File: src/verilog/sesm_defines.svh
// event numbers and widths for the system event source map
// How it works
// timer 0 low half drives event 67 and timer 1 low half drives event 69.
// timer 0 high half drives event 68 and timer 1 high half drives event 70.
// the eight dma completion groups 0 to 7 drive events 71 to 78 in order.
// event 96 tells that the controller dropped a cpu interrupt event.
// event 97 rises when invalid internal dma parameters are detected.
// external interface side a drives event 100 and side b drives event 101.
// event 113 rises on a program memory single-bit error during a dma read.
// event 116 rises on every level-two single-bit error.
// event 117 rises on every level-two two-bit error.
// cpu protection faults drive 120, 122, 124 and 126 (prog, data, level2, int dma).
// dma protection faults drive 121, 123 and 125 (prog, data, level2).
// event 127 rises on an internal dma bus error.
// reserved events are never asserted and software must not use them.
// the controller takes up to 128 events, each routable to any cpu input.
// events 0 to 3 carry combiners of events 1-31, 32-63, 64-95 and 96-127.
// pin events 8 to 15 drive events 59 to 66 in order.
// each source reaches the controller as a one-cycle pulse on the cpu clock.
`ifndef SESM_DEFINES_SVH
`define SESM_DEFINES_SVH
`define SESM_NUM_EVENTS 128
`define SESM_EV_PIN8 59
`define SESM_EV_T0_LO 67
`define SESM_EV_T0_HI 68
`define SESM_EV_T1_LO 69
`define SESM_EV_T1_HI 70
`define SESM_EV_DMA0 71
`define SESM_EV_DROPPED 96
`define SESM_EV_IDMA_PARAM 97
`define SESM_EV_EXT_A 100
`define SESM_EV_EXT_B 101
`define SESM_EV_PROG_SBE 113
`define SESM_EV_L2_SBE 116
`define SESM_EV_L2_DBE 117
`define SESM_EV_PROG_CPU_PF 120
`define SESM_EV_PROG_DMA_PF 121
`define SESM_EV_DATA_CPU_PF 122
`define SESM_EV_DATA_DMA_PF 123
`define SESM_EV_L2_CPU_PF 124
`define SESM_EV_L2_DMA_PF 125
`define SESM_EV_IDMA_CPU_PF 126
`define SESM_EV_IDMA_BUS 127
`define SESM_NUM_PIN 8
`define SESM_NUM_DMA 8
`define SESM_NUM_COMB 4
`define SESM_COMB_W 32
`endif

File: src/verilog/sesm_pkg.sv
// types shared by the system event source map
`default_nettype none
package sesm_pkg;
   typedef logic [127:0] sesm_vec_t;
endpackage
`default_nettype wire

File: src/verilog/sesm_pulse.sv
// rising-edge to single-cycle pulse converter for one event source
`timescale 1ns/10ps
`default_nettype none
module sesm_pulse (
   input wire logic clk,
   input wire logic rst,
   input wire logic level_in,
   output logic pulse_out
);
   logic prev_r;
   logic prev_nxt;
   logic pulse_r;
   logic pulse_nxt;

   // a held level yields only one event, so a slow source cannot flood the controller
   always_comb begin
      prev_nxt = level_in;
      pulse_nxt = level_in & ~prev_r;
   end

   always_ff @(posedge clk) begin
      if (rst) begin
         prev_r <= 1'b0;
         pulse_r <= 1'b0;
      end else begin
         prev_r <= prev_nxt;
         pulse_r <= pulse_nxt;
      end
   end

   assign pulse_out = pulse_r;
endmodule
`default_nettype wire

File: src/verilog/sesm_combiner.sv
// event combiner: or of a group of events, one registered output
`timescale 1ns/10ps
`default_nettype none
module sesm_combiner #(
   parameter int W = 32
) (
   input wire logic clk,
   input wire logic rst,
   input wire logic [W-1:0] events_in,
   output logic combined_out
);
   logic comb_r;
   logic comb_nxt;

   // any event of the group fires the combined event
   always_comb begin
      comb_nxt = |events_in;
   end

   always_ff @(posedge clk) begin
      if (rst) begin
         comb_r <= 1'b0;
      end else begin
         comb_r <= comb_nxt;
      end
   end

   assign combined_out = comb_r;
endmodule
`default_nettype wire

File: src/verilog/sesm_map.sv
// system event source map: sources onto the 128-input event vector
`timescale 1ns/10ps
`default_nettype none
`include "sesm_defines.svh"
module sesm_map (
   input wire logic CLOCK,
   input wire logic RESET,
   input wire logic [7:0] PIN_EVENT,
   input wire logic TIMER0_LOW_EVENT,
   input wire logic TIMER0_HIGH_EVENT,
   input wire logic TIMER1_LOW_EVENT,
   input wire logic TIMER1_HIGH_EVENT,
   input wire logic [7:0] DMA_DONE_GROUP,
   input wire logic EVENT_DROPPED,
   input wire logic INTERNAL_DMA_PARAM_FAULT,
   input wire logic EXT_IF_EVENT_A,
   input wire logic EXT_IF_EVENT_B,
   input wire logic PROG_MEM_SINGLE_ERR,
   input wire logic LEVEL2_SINGLE_ERR,
   input wire logic LEVEL2_DOUBLE_ERR,
   input wire logic PROG_MEM_CPU_PROT_FAULT,
   input wire logic PROG_MEM_DMA_PROT_FAULT,
   input wire logic DATA_MEM_CPU_PROT_FAULT,
   input wire logic DATA_MEM_DMA_PROT_FAULT,
   input wire logic LEVEL2_CPU_PROT_FAULT,
   input wire logic LEVEL2_DMA_PROT_FAULT,
   input wire logic INTERNAL_DMA_CPU_PROT_FAULT,
   input wire logic INTERNAL_DMA_BUS_FAULT,
   output logic [127:0] SYSTEM_EVENTS
);
   localparam int NSRC = 35;
   logic [NSRC-1:0] src_level;
   logic [NSRC-1:0] src_pulse;
   logic [3:0] comb_out;
   sesm_pkg::sesm_vec_t ev_raw;

   // gather every source level in one vector, pin and dma groups first
   assign src_level = {INTERNAL_DMA_BUS_FAULT, INTERNAL_DMA_CPU_PROT_FAULT,
      LEVEL2_DMA_PROT_FAULT, LEVEL2_CPU_PROT_FAULT, DATA_MEM_DMA_PROT_FAULT,
      DATA_MEM_CPU_PROT_FAULT, PROG_MEM_DMA_PROT_FAULT, PROG_MEM_CPU_PROT_FAULT,
      LEVEL2_DOUBLE_ERR, LEVEL2_SINGLE_ERR, PROG_MEM_SINGLE_ERR,
      EXT_IF_EVENT_B, EXT_IF_EVENT_A, INTERNAL_DMA_PARAM_FAULT, EVENT_DROPPED,
      TIMER1_HIGH_EVENT, TIMER1_LOW_EVENT, TIMER0_HIGH_EVENT, TIMER0_LOW_EVENT,
      DMA_DONE_GROUP, PIN_EVENT};

   // one edge-to-pulse stage per source
   genvar g;
   generate
      for (g = 0; g < NSRC; g++) begin : g_src
         sesm_pulse u_pulse (
            .clk(CLOCK),
            .rst(RESET),
            .level_in(src_level[g]),
            .pulse_out(src_pulse[g])
         );
      end
   endgenerate

   // place each pulse at its event number; unlisted and reserved slots stay zero
   always_comb begin
      ev_raw = '0;
      for (int i = 0; i < `SESM_NUM_PIN; i++) begin
         ev_raw[`SESM_EV_PIN8 + i] = src_pulse[i];
      end
      for (int i = 0; i < `SESM_NUM_DMA; i++) begin
         ev_raw[`SESM_EV_DMA0 + i] = src_pulse[8 + i];
      end
      ev_raw[`SESM_EV_T0_LO] = src_pulse[16];
      ev_raw[`SESM_EV_T0_HI] = src_pulse[17];
      ev_raw[`SESM_EV_T1_LO] = src_pulse[18];
      ev_raw[`SESM_EV_T1_HI] = src_pulse[19];
      ev_raw[`SESM_EV_DROPPED] = src_pulse[20];
      ev_raw[`SESM_EV_IDMA_PARAM] = src_pulse[21];
      ev_raw[`SESM_EV_EXT_A] = src_pulse[22];
      ev_raw[`SESM_EV_EXT_B] = src_pulse[23];
      ev_raw[`SESM_EV_PROG_SBE] = src_pulse[24];
      ev_raw[`SESM_EV_L2_SBE] = src_pulse[25];
      ev_raw[`SESM_EV_L2_DBE] = src_pulse[26];
      ev_raw[`SESM_EV_PROG_CPU_PF] = src_pulse[27];
      ev_raw[`SESM_EV_PROG_DMA_PF] = src_pulse[28];
      ev_raw[`SESM_EV_DATA_CPU_PF] = src_pulse[29];
      ev_raw[`SESM_EV_DATA_DMA_PF] = src_pulse[30];
      ev_raw[`SESM_EV_L2_CPU_PF] = src_pulse[31];
      ev_raw[`SESM_EV_L2_DMA_PF] = src_pulse[32];
      ev_raw[`SESM_EV_IDMA_CPU_PF] = src_pulse[33];
      ev_raw[`SESM_EV_IDMA_BUS] = src_pulse[34];
   end

   // combiners see the same pulses; their outputs lag the raw events by one cycle
   generate
      for (g = 0; g < `SESM_NUM_COMB; g++) begin : g_comb
         sesm_combiner #(.W(`SESM_COMB_W)) u_comb (
            .clk(CLOCK),
            .rst(RESET),
            .events_in(g == 0 ? {ev_raw[31:1], 1'b0} : ev_raw[g*32 +: 32]),
            .combined_out(comb_out[g])
         );
      end
   endgenerate

   // full 128-wide vector toward the controller, slots 0-3 from the combiners
   assign SYSTEM_EVENTS = {ev_raw[127:4], comb_out};
endmodule
`default_nettype wire

File: config.mk
export PLATFORM = sky130hd
export DESIGN_NAME = sesm_map
export DESIGN_NICKNAME = d
export VERILOG_FILES = /design/src/verilog/sesm_pkg.sv /design/src/verilog/sesm_pulse.sv /design/src/verilog/sesm_combiner.sv /design/src/verilog/sesm_map.sv
export VERILOG_INCLUDE_DIRS = /design/src /design/src/verilog
export SDC_FILE = /design/constraint.sdc
export NUM_CORES = 1
export LEC_CHECK = 0
export BUFFER_PORTS_ARGS = -buffer_cell sky130_fd_sc_hd__buf_2
export CAP_MARGIN = 20
export CORE_MARGIN = 3
export CORE_UTILIZATION = 45
export DETAILED_ROUTE_END_ITERATION = 8
export HOLD_SLACK_MARGIN = 0.08
export PLACE_DENSITY = 0.9
export SYNTH_ARGS = -nofsm -noshare
export SYNTH_HDL_FRONTEND = slang
export SYNTH_SLANG_ARGS = --single-unit
File: constraint.sdc
create_clock -name CLOCK -period 1.1 [get_ports CLOCK]
set_input_delay 0.22 -clock CLOCK [delete_from_list [all_inputs] [get_ports CLOCK]]
set_output_delay 0.22 -clock CLOCK [all_outputs]
set_load 0.01 [all_outputs]
## Word level (Yosys, flattened, before mapping)

Index checks and enable logic that the tools add are counted.

| word-level totals | value |
|---|---|
| bits in registers | 73 |
| input port bits | 37 |
| word-level logic and storage cells | 146 |

| cells by class | value |
|---|---|
| bitwise logic cells | 70 |
| reduce and logical (&&, ||, !) cells | 3 |

Operators with widths:

| cell | number |
|---|---|
| $and 1x1->1 | 35 |
| $not 1->1 | 35 |
| $reduce_or 15->1 | 2 |
| $reduce_or 5->1 | 1 |

## Depth between registers and ports, before layout

Gate-level depths: netlist of run 1.

| logic depth | value |
|---|---|
| depth in word-level cells | 2 |
| mapped depth | 4 |
| mapped depth without buffers | 2 |

## Cells and area by module

A second synthesis of run 1 with hierarchy kept.

| unflattened totals | value |
|---|---|
| cells, all modules | 278 |
| area, all modules | 3100.5 um^2 |

Modules (own cells, without submodules):

| module | instances | cells an instance | area an instance (um^2) | sequential area each (um^2) |
|---|---|---|---|---|
| sesm_pulse | 35 | 4 | 58.8 | 40.0 |
| sesm_map | 1 | 90 | 671.9 | 0.0 |
| sesm_combiner | 4 | 12 | 92.6 | 20.0 |

## Worst setup path after synthesis of run 1

No wires, ideal clock.

| timing path | value |
|---|---|
| path type | input -> register |
| from | in RESET |
| to | reg g_src[10].u_pulse.pulse_r |
| library setup time | 0.113 ns |
| data arrival time | 0.707 ns |
| setup slack | 0.280 ns |
| stages on the path | 4 |
| buffers on the path | 2 |
| cell sequence | buf_6 buf_6 nor2b_4 nor2b_4 |

RTL lines:

| element | line | RTL |
|---|---|---|
| start, declared | sesm_map.sv:7 | `input wire logic RESET,` |
| end signal, assigned | sesm_pulse.sv:27 | `pulse_r <= pulse_nxt;` |
| end, declared | sesm_pulse.sv:12 | `logic pulse_r;` |

## Final worst setup path of run 1

| timing path | value |
|---|---|
| from | reg g_src[20].u_pulse.pulse_r |
| to | out SYSTEM_EVENTS[96] |

RTL lines:

| element | line | RTL |
|---|---|---|
| start, declared | sesm_pulse.sv:12 |  |
| start signal, assigned | sesm_pulse.sv:27 |  |
| end, declared | sesm_map.sv:29 | `output logic [127:0] SYSTEM_EVENTS` |

No word-level cell between the ends.

==> results.md, run 1 <==
- P_sw: 1.34 mW
- Flop pwr share: 49.9%
- R2R setup slack: 120 ps
- Synthesis-stage register bit count: 73
- Initial antenna violation count: 0
- Critical path endpoint category: output pin
- Fin. Hold Viols: 0
- Most common cell in the synthesized netlist: buf_4
- Grt ovf: 0
- Clk_lat worst skew: 330 ps
- DRC: 0
- Hold crit path type: in2reg
- Per-cell routed wire length: 10.8 µm
- H-Tree Depth: 3
- All-Layer GR Usage: 11.2%
- DR vias/cell: 3.64
- Worst vdd ir: 1310 µV
- Warnings from Yosys: 0
- Most frequent cells after synthesis: 128 x buf_4, 73 x dfxtp_1, 40 x nor2b_1
- Filler cells: 625
- Power density over cell area: 1730 nW/µm²
- Initial Util: 46.7%
- Final clock skew: 4.69 ps
- 1st-pass router iterations: 4
- Worst-path fanout max: 2
- Logic pwr share: 10.1%
- IO Port Bufs: 74
- Bufs and invs on worst path: 1
- Die height: 90.5 µm
- DIE WIDTH: 90.5 µm
- Sink Count: 73
- Synthesized area: 3210 µm²
- Post-synth top flop: dfxtp_1
- Fin cells: 434
- Number of synthesized flops with an enable pin: 0
- CP delay by family, top: flip-flops
- Starting DRT DRC Count: 32
- Unique cell type count in the Yosys netlist: 13
- CP required: 880 ps
- Synth-to-layout area growth: 2.88%
- Status: finished clean
- Synth top area share: 45.5%
- Post-DP HPWL: 3750 µm
- Vias in the first global route: 1,458
- Period Utilization, post-route: 94.9%
- Tot Pwr: 5.72 mW
- Sequential area share after synthesis: 45.5%
- Post-route ant nets: 0
- First-pass GRT wire length: 7180 µm
- Routability cong.: 0.680
- CTS buffer count: 9
- Final critical-path required period: 1040 ps
- Synth Instances: 289
- Total of max-cap violations: 0
- Post-Place Cells: 418
- FFs w/ async S/R, synth: 0%
- Final Util: 48.1%
- Fraction of power spent switching nets: 23.4%
- Leakage power: 1.67 nW
- Syn_area_per_cell: 11.1 µm²
- CTS tree: done
- Setup WS pre-CTS: 29.2 ps
- Unrepaired setup endpoints after global routing: false
- Synth area leaders: dfxtp_1 46%, buf_4 30%, nor2b_4 13%
- Core footprint: 6870 µm²
- Setup violators final: 0
- Clock root cell: clkbuf_8
- Worst hold slack: 113 ps
- DR vias: 1,580
- Crit path DAT: 820 ps
- Dpl cell area: 3070 µm²
- Startpoint types: flop
- CP Cell Sequence: buf_2
- Int Pwr: 4.38 mW
- Final wirelength: 4670 µm
- Top-level port count: 165
- Design area: 3300 µm²
- Setup TNS: 0 ps
- Final nets: 370
- Die area: 8180 µm²
- Slew Limit Fails: 0
- Diodes inserted: 0
- CP peak stage delay: 350 ps
- Post-route setup slack: 56.5 ps
- CP Class: reg2out
- Clk slew on worst S/H paths: 70 ps
- Layout cells sized above 1: 36.7%
- Synth area leader: dfxtp_1
- Largest net degree at the start of global routing: 23
- Slowest cell on crit path: dfxtp_1
- Clock group share of total power: 39.9%
- CTS Buffer Depth: 2
- Site Rows: 30
- Max frequency: 958 MHz
## repair_timing
action / 4_1_cts / 5_1_grt
endpoints found under the setup margin: 0 / 2
setup buffers: 0 / 0
hold buffers: 0 / 0
resized for setup: 0 / 4
## metal layers
layer | up-vias | track usage [%] | part of all wire (%)
met4 | 0 | 4.59 | 1.0
met1 | 702 | 12.2 | 39
met5 | - | 0 | 0
met2 | 109 | 17.9 | 47
met3 | 6 | 6.50 | 13
li1 | 763 | - | -
## power by group through the flow
stage / registers [mW] / logic, mW / clock network [mW]
2_1_floorplan: 2.90 / 0.738 / 0
3_3_place_gp: 2.91 / 0.563 / 0
3_5_place_dp: 2.92 / 0.575 / 0
4_1_cts: 2.85 / 0.577 / 2.37
5_1_grt: 2.87 / 0.634 / 2.49
6_report: 2.86 / 0.580 / 2.28
## logic make-up after synthesis
kind of cell           synth area share [%]
AO/OA/AOI/OAI                         0.701
flip-flops                             45.5
other                                 0.117
AND/OR/NAND/NOR                        22.4
buffers and inverters                  31.3
## area by class of cell
cell class	count	area, µm²	area share (%)
Clock buffer	12	145	4.39
Clock inverter	4	76.3	2.31
Multi-Input combinational cell	173	1090	32.9
Sequential cell	73	1470	44.4
Tap cell	96	120	3.64
Timing Repair Buffer	76	410	12.4
## sequential cells by signal (all words and copies together), names as in the netlist
register and flops:
g_comb.u_comb.combined_out 3, g_src.u_pulse.prev_r 35, g_src.u_pulse.pulse_out 35
## final timing paths
kind | from | endpoint | depth (start not counted)
setup / recovery | g_src[20].u_pulse.pulse_out$_SDFF_PP0_ | SYSTEM_EVENTS[96] | 1
hold reg to reg | g_src[5].u_pulse.prev_r$_SDFF_PP0_ | g_src[5].u_pulse.pulse_out$_SDFF_PP0_ | 1
hold / removal | TIMER1_HIGH_EVENT | g_src[19].u_pulse.prev_r$_SDFF_PP0_ | 2
setup reg to reg | g_src[6].u_pulse.pulse_out$_SDFF_PP0_ | g_comb[2].u_comb.combined_out$_SDFF_PP0_ | 2
## placed cells by master, fill, tap and decap left out, drive strengths merged
cell	count
a41oi	2
nor4	6
nor2	1
nor2b	70
nor3	3
buf	76
bufinv	2
clkinvlp	1
clkinv	1
clkbuf	12
conb	90
a21oi	1
dfxtp	73
(Power assumes the default switching activity.)
==> run 2, diff against run 1 <==
Settings changed: ABC_CLOCK_PERIOD_IN_PS set to 1100, PLACE_DENSITY 0.9 to 0.84.
==> results.md, run 2 (synthesized netlist as in run 1, its figures left out) <==
- IO Port Bufs: 74
- Vias in the first global route: 1,597
- Initial antenna violation count: 0
- Power density over cell area: 1670 nW/µm²
- Per-cell routed wire length: 11.1 µm
- Starting DRT DRC Count: 20
- All-Layer GR Usage: 11.9%
- Clk_lat worst skew: 330 ps
- Bufs and invs on worst path: 1
- Grt ovf: 0
- DR vias: 1,621
- Commonest non-fill, non-tap cell in the layout: conb_1
- Reg-to-Reg End: g_comb[2].u_comb.combined_out$_SDFF_PP0_
- Final clock skew: 7.84 ps
- Dpl cell area: 3070 µm²
- WHS Path Cells: 2
- DRC: 0
- Final critical-path required period: 1060 ps
- CP delay by family, top: flip-flops
- CP Cell Sequence: buf_2
- Largest net degree at the start of global routing: 22
- Setup violators final: 0
- Final wirelength: 4800 µm
- CTS Buffer Depth: 2
- Startpoint types: flop
- First-pass GRT wire length: 7580 µm
- Fin. Hold Viols: 0
- Leakage power: 1.67 nW
- Core footprint: 6870 µm²
- Post-route ant nets: 0
- R2R setup slack: 180 ps
- Worst-path fanout max: 2
- Die area: 8180 µm²
- Die height: 90.5 µm
- DIE WIDTH: 90.5 µm
- Slowest cell on crit path: dfxtp_1
- Routability cong.: 0.698
- CTS buffer count: 9
- H-Tree Depth: 3
- Layout cells sized above 1: 38.8%
- Critical path endpoint category: output pin
- Hold-fix buffers, CTS: 0
- CP Class: reg2out
- Site Rows: 30
- Worst vdd ir: 1680 µV
- Total of max-cap violations: 0
- Setup TNS: 0 ps
- Post-Place Cells: 418
- Max frequency: 943 MHz
- Sink Count: 73
- Crit path DAT: 840 ps
- Final Util: 47.9%
- Fin cells: 434
- Slew Limit Fails: 0
- Top-level port count: 165
- CTS tree: done
- Period Utilization, post-route: 96.4%
- Hold crit path type: in2reg
- Worst R2R Path Depth: 2
- Post-DP HPWL: 3880 µm
- Final nets: 370
- Initial Util: 46.7%
- Synth-to-layout area growth: 2.57%
- Setup bufs post-CTS: 0
- Commonest non-fill, non-tap cells in the layout: 90 x conb_1, 74 x buf_2, 66 x dfxtp_1
- Hold Path End: g_src[19].u_pulse.prev_r$_SDFF_PP0_
- Resized cells post-CTS: 0
- DR vias/cell: 3.74
- Clk slew on worst S/H paths: 80 ps
- Design area: 3290 µm²
- Status: finished clean
- Diodes inserted: 0
- Hold path startpoint: TIMER1_HIGH_EVENT
- Clock root cell: clkbuf_8
- CP peak stage delay: 360 ps
- 1st-pass router iterations: 3
- Tot Pwr: 5.51 mW
- Worst reg2reg path startpoint: g_src[15].u_pulse.pulse_out$_SDFF_PP0_
- CP required: 880 ps
## run 2: final cells by class
cell class,instances,area [µm²]
flip-flops and latches,73,1470
well taps,96,120
repair buffers,76,410
clock inverters,7,76.3
multi-input cells,173,1090
clock buffers,9,124
fillers,652,3580
## run 2: report_power, final
group	switching [mW]	internal, mW
registers	0.0655	2.79
logic	0.335	0.249
clock network	1.01	1.06
## run 2: how the worst max path moves through the flow
stage | from | to | slack (ps) | depth (start not counted)
floorplan | RESET | g_src[10].u_pulse.pulse_out$_SDFF_PP0_ | 280 | 4
global placement | g_src[6].u_pulse.pulse_out$_SDFF_PP0_ | g_comb[2].u_comb.combined_out$_SDFF_PP0_ | -0.7 | 2
detailed placement | g_src[20].u_pulse.pulse_out$_SDFF_PP0_ | g_comb[3].u_comb.combined_out$_SDFF_PP0_ | 80 | 2
CTS | g_src[20].u_pulse.pulse_out$_SDFF_PP0_ | SYSTEM_EVENTS[96] | 20 | 1
global route | g_src[8].u_pulse.pulse_out$_SDFF_PP0_ | SYSTEM_EVENTS[71] | -5 | 1
finish | g_src[21].u_pulse.pulse_out$_SDFF_PP0_ | SYSTEM_EVENTS[97] | 40 | 1
## run 2: through the flow
stage | setup WS (ps) | hold WS (ps)
final | 39.4 | 102
after global routing | -4.95 | 90.3
after CTS | 19.1 | 84.6
after detailed placement | 81.7 | 372
after global placement | -0.743 | 371
after floorplan | 280 | 361
## run 2: layer usage
| layer | global-route usage, % | wire, µm | vias to the layer above |
|---|---|---|---|
| li1 | - | - | 762 |
| met1 | 11.0 | 1670 | 734 |
| met2 | 20.5 | 2360 | 111 |
| met3 | 6.42 | 638 | 14 |
| met4 | 7.40 | 124 | 0 |
| met5 | 0 | 0 | - |
